**src/hw/csr_defs.svh**
```systemverilog
// Register offsets, field positions and reset values of the sensor status block
`ifndef CSR_DEFS_SVH
`define CSR_DEFS_SVH

`define CSR_ADDR_W          8
`define CSR_OFS_CONFIG1     8'h90
`define CSR_OFS_FLAGS       8'h93
`define CSR_OFS_Z_LOW       8'h94
`define CSR_OFS_Z_HIGH      8'h95
`define CSR_OFS_Y_LOW       8'h96
`define CSR_OFS_Y_HIGH      8'h97
`define CSR_OFS_IR1_LOW     8'h98
`define CSR_OFS_IR1_HIGH    8'h99
`define CSR_OFS_CH3_LOW     8'h9a
`define CSR_OFS_CH3_HIGH    8'h9b
`define CSR_OFS_CONFIG2     8'h9f
`define CSR_OFS_CONFIG3     8'hab
`define CSR_OFS_INT_ENABLE  8'hdd

`define CSR_SAT_BIT         7
`define CSR_LIGHT_BIT       4
`define CSR_CH3_SEL_BIT     3
`define CSR_GAIN_HI         1
`define CSR_GAIN_LO         0
`define CSR_GAIN_EXT_BIT    4
`define CSR_CLR_ON_READ_BIT 7
`define CSR_SAT_EN_BIT      7
`define CSR_LIGHT_EN_BIT    4
`define CSR_GAIN_TOP_CODE   2'h3

`define CSR_RST_CONFIG1     8'h00
`define CSR_RST_CONFIG2     8'h04
`define CSR_RST_CONFIG3     8'h0c
`define CSR_RST_INT_ENABLE  8'h00
`define CSR_RST_ZERO        8'h00

`endif

```
**src/hw/csr_pkg.sv**
```systemverilog
// Types shared by the sensor status and result block
package csr_pkg;
  typedef logic [7:0] csr_byte_t;
  typedef enum logic [2:0] {
    CSR_GAIN_1X   = 3'h0,
    CSR_GAIN_4X   = 3'h1,
    CSR_GAIN_16X  = 3'h2,
    CSR_GAIN_64X  = 3'h3,
    CSR_GAIN_128X = 3'h4
  } csr_gain_t;
endpackage : csr_pkg

```
**src/hw/csr_status_results.sv**
```systemverilog
// Status flags, channel results and gain configuration registers of the color sensor
//
// Function
// RULE1: saturation flag bit 7, cleared writing one
// RULE2: light interrupt flag bit 4, write-one clears
// RULE3: Z result bytes at 0x94/0x95, read-only
// RULE4: Y result bytes at 0x96/0x97, read-only
// RULE5: first infrared bytes at 0x98/0x99, read-only
// RULE6: channel 3 holds X when select zero
// RULE7: channel 3 holds second infrared when select one
// RULE8: 128x gain needs extension bit and code 11
// RULE9: host writes 000 and 0100 into config2
// RULE10: select bit 3, gain bits 1:0 of config1
// RULE11: interrupt pin low for enabled light flag
// RULE12: clear-on-read option clears flags on status read
// RULE13: reserved bits zero, writing zero keeps flags
// RULE14: results update together, zero after reset
`include "csr_defs.svh"
`timescale 1ns/10ps
`default_nettype none

module csr_status_results #(
  parameter int RESULT_W = 16
) (
  // Clock and reset
  input  wire logic                   core_clk_i,
  input  wire logic                   rst_b_i,
  // Register access from the serial slave
  input  wire logic [`CSR_ADDR_W-1:0] reg_addr_i,
  input  wire logic                   reg_wr_i,
  input  wire csr_pkg::csr_byte_t     reg_wdata_i,
  input  wire logic                   reg_rd_i,
  output var  csr_pkg::csr_byte_t     reg_rdata_o,
  // Front end events and results
  input  wire logic                   sat_event_i,
  input  wire logic                   light_event_i,
  input  wire logic                   conv_done_i,
  input  wire logic [RESULT_W-1:0]    z_value_i,
  input  wire logic [RESULT_W-1:0]    y_value_i,
  input  wire logic [RESULT_W-1:0]    ir1_value_i,
  input  wire logic [RESULT_W-1:0]    x_value_i,
  input  wire logic [RESULT_W-1:0]    ir2_value_i,
  // Configuration to the front end
  output var  csr_pkg::csr_gain_t     gain_o,
  output logic                        channel3_source_select_o,
  // Open-drain interrupt pin, active low
  output logic                        int_pin_o,
  output logic                        int_pin_oe_o
);
  import csr_pkg::*;

  if (RESULT_W != 16) begin : g_width_check
    $error("csr_status_results: RESULT_W must be 16, two bytes per result");
  end

  localparam int NCH = 4;

  csr_byte_t             first_config_register;
  csr_byte_t             second_config_register;
  csr_byte_t             third_config_register;
  csr_byte_t             int_enable;
  logic                  saturation_flag;
  logic                  light_int_flag;
  logic [RESULT_W-1:0]   result [NCH];
  logic [RESULT_W-1:0]   next_result [NCH];
  logic                  flags_wr;
  logic                  flags_rd_clear;
  logic                  next_saturation_flag;
  logic                  next_light_int_flag;
  csr_byte_t             next_rdata;
  csr_gain_t             next_gain;

  assign flags_wr       = reg_wr_i && (reg_addr_i == `CSR_OFS_FLAGS);
  assign flags_rd_clear = reg_rd_i && (reg_addr_i == `CSR_OFS_FLAGS)
                          && third_config_register[`CSR_CLR_ON_READ_BIT]; // [RULE12]

  // Set wins over any clear in the same cycle
  always_comb begin
    next_saturation_flag = saturation_flag;
    next_light_int_flag  = light_int_flag;
    if (flags_rd_clear) begin // [RULE12]
      next_saturation_flag = 1'b0;
      next_light_int_flag  = 1'b0;
    end
    if (flags_wr && reg_wdata_i[`CSR_SAT_BIT]) begin // [RULE1] [RULE13]
      next_saturation_flag = 1'b0;
    end
    if (flags_wr && reg_wdata_i[`CSR_LIGHT_BIT]) begin // [RULE2] [RULE13]
      next_light_int_flag = 1'b0;
    end
    if (sat_event_i) begin // [RULE1]
      next_saturation_flag = 1'b1;
    end
    if (light_event_i) begin // [RULE2]
      next_light_int_flag = 1'b1;
    end
  end

  always_ff @(posedge core_clk_i or negedge rst_b_i) begin
    if (!rst_b_i) begin
      saturation_flag <= 1'b0;
      light_int_flag  <= 1'b0;
    end else begin
      saturation_flag <= next_saturation_flag;
      light_int_flag  <= next_light_int_flag;
    end
  end

  // Configuration registers, all bits writable
  always_ff @(posedge core_clk_i or negedge rst_b_i) begin
    if (!rst_b_i) begin
      first_config_register  <= `CSR_RST_CONFIG1;
      second_config_register <= `CSR_RST_CONFIG2;
      third_config_register  <= `CSR_RST_CONFIG3;
      int_enable             <= `CSR_RST_INT_ENABLE;
    end else if (reg_wr_i) begin
      case (reg_addr_i)
        `CSR_OFS_CONFIG1:    first_config_register  <= reg_wdata_i; // [RULE10]
        `CSR_OFS_CONFIG2:    second_config_register <= reg_wdata_i; // [RULE9]
        `CSR_OFS_CONFIG3:    third_config_register  <= reg_wdata_i;
        `CSR_OFS_INT_ENABLE: int_enable             <= reg_wdata_i;
        default: begin
        end
      endcase
    end
  end

  // Channel 3 source is chosen when the result is captured
  always_comb begin
    next_result[0] = z_value_i;   // [RULE3]
    next_result[1] = y_value_i;   // [RULE4]
    next_result[2] = ir1_value_i; // [RULE5]
    next_result[3] = first_config_register[`CSR_CH3_SEL_BIT] ? ir2_value_i // [RULE7]
                                                             : x_value_i;  // [RULE6]
  end

  for (genvar ch = 0; ch < NCH; ch++) begin : g_result
    always_ff @(posedge core_clk_i or negedge rst_b_i) begin
      if (!rst_b_i) begin
        result[ch] <= '0; // [RULE14]
      end else if (conv_done_i) begin
        result[ch] <= next_result[ch]; // [RULE14]
      end
    end
  end

  // Read data; result registers ignore writes
  always_comb begin
    next_rdata = `CSR_RST_ZERO;
    case (reg_addr_i)
      `CSR_OFS_CONFIG1:    next_rdata = first_config_register;
      `CSR_OFS_FLAGS: begin
        next_rdata[`CSR_SAT_BIT]   = saturation_flag; // [RULE13]
        next_rdata[`CSR_LIGHT_BIT] = light_int_flag;
      end
      `CSR_OFS_Z_LOW:      next_rdata = result[0][7:0];  // [RULE3]
      `CSR_OFS_Z_HIGH:     next_rdata = result[0][15:8]; // [RULE3]
      `CSR_OFS_Y_LOW:      next_rdata = result[1][7:0];  // [RULE4]
      `CSR_OFS_Y_HIGH:     next_rdata = result[1][15:8]; // [RULE4]
      `CSR_OFS_IR1_LOW:    next_rdata = result[2][7:0];  // [RULE5]
      `CSR_OFS_IR1_HIGH:   next_rdata = result[2][15:8]; // [RULE5]
      `CSR_OFS_CH3_LOW:    next_rdata = result[3][7:0];  // [RULE6]
      `CSR_OFS_CH3_HIGH:   next_rdata = result[3][15:8]; // [RULE6]
      `CSR_OFS_CONFIG2:    next_rdata = second_config_register;
      `CSR_OFS_CONFIG3:    next_rdata = third_config_register;
      `CSR_OFS_INT_ENABLE: next_rdata = int_enable;
      default:             next_rdata = `CSR_RST_ZERO;
    endcase
  end

  always_ff @(posedge core_clk_i or negedge rst_b_i) begin
    if (!rst_b_i) begin
      reg_rdata_o <= `CSR_RST_ZERO;
    end else if (reg_rd_i) begin
      reg_rdata_o <= next_rdata;
    end
  end

  // Gain decode
  always_comb begin
    case (first_config_register[`CSR_GAIN_HI:`CSR_GAIN_LO]) // [RULE10]
      2'h0:    next_gain = CSR_GAIN_1X;
      2'h1:    next_gain = CSR_GAIN_4X;
      2'h2:    next_gain = CSR_GAIN_16X;
      2'h3:    next_gain = CSR_GAIN_64X;
      default: next_gain = CSR_GAIN_1X;
    endcase
    if (second_config_register[`CSR_GAIN_EXT_BIT]
        && first_config_register[`CSR_GAIN_HI:`CSR_GAIN_LO] == `CSR_GAIN_TOP_CODE) begin
      next_gain = CSR_GAIN_128X; // [RULE8]
    end
  end

  always_ff @(posedge core_clk_i or negedge rst_b_i) begin
    if (!rst_b_i) begin
      gain_o                   <= CSR_GAIN_1X;
      channel3_source_select_o <= 1'b0;
    end else begin
      gain_o                   <= next_gain;
      channel3_source_select_o <= first_config_register[`CSR_CH3_SEL_BIT]; // [RULE10]
    end
  end

  // Pin is pulled low while an enabled flag stands
  always_ff @(posedge core_clk_i or negedge rst_b_i) begin
    if (!rst_b_i) begin
      int_pin_o    <= 1'b0;
      int_pin_oe_o <= 1'b0;
    end else begin
      int_pin_o    <= 1'b0;
      int_pin_oe_o <= (next_light_int_flag && int_enable[`CSR_LIGHT_EN_BIT]) // [RULE11]
                      || (next_saturation_flag && int_enable[`CSR_SAT_EN_BIT]);
    end
  end

endmodule : csr_status_results

`default_nettype wire

```
**config.mk**
```make
export PLATFORM = sky130hd
export DESIGN_NAME = csr_status_results
export DESIGN_NICKNAME = d
export VERILOG_FILES = /design/src/hw/csr_pkg.sv /design/src/hw/csr_status_results.sv
export VERILOG_INCLUDE_DIRS = /design/src /design/src/hw
export SDC_FILE = /design/constraint.sdc
export NUM_CORES = 1
export LEC_CHECK = 0
export BUFFER_PORTS_ARGS = -buffer_cell sky130_fd_sc_hd__buf_2
export CAP_MARGIN = 20
export CORE_ASPECT_RATIO = 1.4
export CORE_MARGIN = 2
export CORE_UTILIZATION = 42
export CTS_BUF_LIST = sky130_fd_sc_hd__clkbuf_8
export DETAILED_ROUTE_END_ITERATION = 10
export GPL_ROUTABILITY_DRIVEN = 0
export PLACE_DENSITY = 0.62
export SYNTH_ARGS = -nofsm -noshare
export SYNTH_HDL_FRONTEND = slang
export SYNTH_SLANG_ARGS = --single-unit
```
**constraint.sdc**
```tcl
create_clock -name core_clk_i -period 1.7 [get_ports core_clk_i]
set_input_delay 0.255 -clock core_clk_i [delete_from_list [all_inputs] [get_ports core_clk_i]]
set_output_delay 0.255 -clock core_clk_i [all_outputs]
set_load 0.005 [all_outputs]
```
==> flow_metrics.py <==
metrics = {
    "sta": {
        "finalSetupViolations": 0,
        "min_period_over_period": 0.979,
        "grt_setup_unrepaired": "yes",
        "fin_skew_ns": 0.0102,
        "fin_ws_ns": 0.0359,
        "hold_violations": 0,
        "fmax_ghz": 0.601,
        "worst_pin_slew_ns": 0.547,
        "finalMaxSlewViolations": 0,
        "period_needed_ns": 1.66,
        "slew_headroom": 0.635,
        "hold_ws_ns": 0.0774,
    },
    "critical_path": {
        "worstPathCellList": "or3b_1 -> a2111oi_1 -> a21oi_1 -> and4_1 -> a211oi_2",
        "cp_slowest_cell": "a2111oi_1",
        "critPathMaxStageDelay_ns": 0.40,
        "end_kind": "register",
        "reg2reg_depth": 5,
        "worstPathMaxFanout": 2,
        "setup.worst_path.start_class": "register",
        "critical_path_required_ns": 2.01,
        "setup.worst_path.class": "reg2reg",
        "cp.arrival_ns": 1.97,
    },
    "yosys": {
        "synthCells": 414,
        "synth_cell_types": 63,
        "synth_common_cells": "dfrtp_1, mux2_2, nor2_1",
        "synth_top_cell_area_share": 0.504,
        "ys_seq_elements": 111,
        "synth-async-reset-ratio": 1.00,
        "synthFlopType": "dfrtp_1",
        "ys_top_cells_by_area": "dfrtp_1, mux2_2, mux2i_1",
        "synth_seq_area_share": 0.518,
        "synth_warnings": 0,
        "yosysTopAreaCell": "dfrtp_1",
        "synth_area_per_cell_um2": 13.0,
        "synth_edf_count": 0,
        "synth_most_common_cell": "dfrtp_1",
        "synth_fp_nets": 517,
        "syn_area_um2": 5370,
    },
    "clock_tree": {
        "clk_latency_ns": 0.38,
        "clkSinkCount": 111,
        "post-cts-setup-buffers": 0,
        "clk_pin_slew_worst_paths_ns": 0.10,
        "cts_tree": "yes",
        "clk_path_buf_depth": 2,
        "root_buffer": "clkbuf_8",
        "cts.htree.levels": 3,
        "cts_buffers": 9,
    },
    "worst_hold_path": {
        "worstHoldPathType": "in2reg",
        "hold_path_depth": 2,
    },
    "grt": {
        "antenna_found_initial": 0,
        "grt-ovfl-total": 0,
        "grt_max_degree": 81,
        "first_global_vias": 4138,
        "track_usage": 0.210,
        "grt_pass1_wl_um": 21900,
    },
    "power_and_ir_drop": {
        "power_density_nw_per_um2": 805,
        "peakVddDrop_v": 0.000344,
        "p_leak_nw": 3.02,
    },
    "final_layout": {
        "diodes": 0,
        "area_growth_pct": 23.0,
        "register_area_um2": 2780,
        "multi_input_area_um2": 2430,
        "nets": 661,
        "stdcell_count": 713,
        "fin_area_um2": 6600,
        "nFillCells": 1113,
        "fin_util": 0.531,
        "drive_above_1_share": 0.504,
    },
    "die": {
        "ios": 117,
        "start_util": 0.432,
        "row_count": 48,
        "dieWidth_um": 99.5,
        "dieArea_um2": 13700,
        "die_h_um": 138,
        "core_area_um2": 12400,
    },
    "place": {
        "place_area_um2": 6390,
        "dpl_worst_slack_ns": -0.123,
        "dp_hpwl_um": 10800,
        "io_buffers": 115,
        "dp_cells": 696,
    },
    "flow_run": {
        "drv_cap": 0,
    },
    "detailed_routing": {
        "antenna_left": 0,
        "vias_per_cell": 5.50,
        "post_drt_wl_per_cell_um": 19.6,
        "first_pass_iters": 4,
        "vias": 3923,
        "wl_um": 14000,
        "route.detailed.drc": 0,
        "initialDrtViolationCount": 183,
    },
    "outcome": {
        "outcome": "complete, no violations",
    },
}
-- worst max-delay path: cells and delay by family, from the launching register on --
family / cells / cell delay [ns]
AND/OR/NAND/NOR: 2 / 0.56
AO/OA/AOI/OAI: 3 / 0.64
flip-flops: 1 / 0.37
-- layer usage --
layer,global-route usage,routed length [um],up-vias
met2,0.364,7240,104
met4,0.0837,359,0
met3,0.0304,505,20
met1,0.264,5860,1959
li1,-,-,1840
met5,0,0,-
-- flip-flops by register name (all words and copies together), names as in the netlist --
register	cells
first_config_register	8
saturation_flag	1
reg_rdata_o	8
int_enable	8
third_config_register	8
second_config_register	8
channel3_source_select_o	1
result	64
gain_o	3
light_int_flag	1
int_pin_oe_o	1
-- path summary, 6_finish.rpt --
check / to / slack (ns) / start
min: light_int_flag$_DFF_PN0_ / 0.08 / light_event_i
max in group asynchronous: third_config_register[2]$_DFFE_PN1P_ / 0.81 / rst_b_i
max reg2reg: reg_rdata_o[2]$_DFFE_PN0P_ / 0.04 / first_config_register[2]$_DFFE_PN0P_
min reg2reg: result[39]$_DFFE_PN0P_ / 0.52 / result[39]$_DFFE_PN0P_
max: reg_rdata_o[2]$_DFFE_PN0P_ / 0.04 / first_config_register[2]$_DFFE_PN0P_
min in group asynchronous: second_config_register[5]$_DFFE_PN0P_ / 0.30 / rst_b_i
-- area by class of cell --
cell class | instances | area share
clock buffers | 9 | 0.0188
clock inverters | 7 | 0.0101
well taps | 150 | 0.0284
repair buffers | 160 | 0.151
inverters | 4 | 0.00228
flip-flops and latches | 111 | 0.422
multi-input cells | 272 | 0.368
-- power by group --
group | internal, mW | switching, mW
sequential | 2.84 | 0.121
clock | 0.674 | 0.892
combinational | 0.423 | 0.362
total | 3.94 | 1.37
-- kinds of logic after synthesis --
logic type,count (synthesis),synth area share
muxes,111,0.249
other,1,0.000699
buffers and inverters,31,0.0291
DFF,111,0.518
and+or+nand+nor,86,0.102
AOI/OAI and AO/OA,74,0.101
-- repair_timing --
action | CTS | global route
gates resized for setup | 0 | 2
hold buffers | 1 | 0
endpoints found under the setup margin | 0 | 2
hold endpoints to repair | 19 | 0
-- cells in the final DEF (no fill, tap or decap), types with 3 or more instances in the layout --
| master | count |
|---|---|
| nand2_1 | 5 |
| nor3_1 | 4 |
| inv_1 | 6 |
| nand3_1 | 8 |
| buf_2 | 114 |
| nand3b_1 | 3 |
| a22oi_1 | 6 |
| mux4_2 | 7 |
| clkbuf_8 | 9 |
| mux2_2 | 76 |
| nor2b_1 | 6 |
| and2b_1 | 3 |
| mux2_4 | 8 |
| mux2i_1 | 20 |
| buf_12 | 6 |
| dfrtp_1 | 108 |
| a32oi_1 | 5 |
| buf_4 | 39 |
| o21ai_0 | 6 |
| a22o_1 | 11 |
| a31oi_1 | 4 |
| and3_1 | 3 |
| a21oi_1 | 20 |
| dfstp_2 | 3 |
| nor2_1 | 26 |
-- metrics by stage --
step / total power, mW / TNS, ns
3_5_place_dp: 3.81 / -2.51
6_report: 5.31 / 0
4_1_cts: 5.35 / 0
3_3_place_gp: 3.78 / -2.14
5_1_grt: 5.55 / -0.0316
2_1_floorplan: 3.39 / 0
Power figures use the tool's default switching activity.
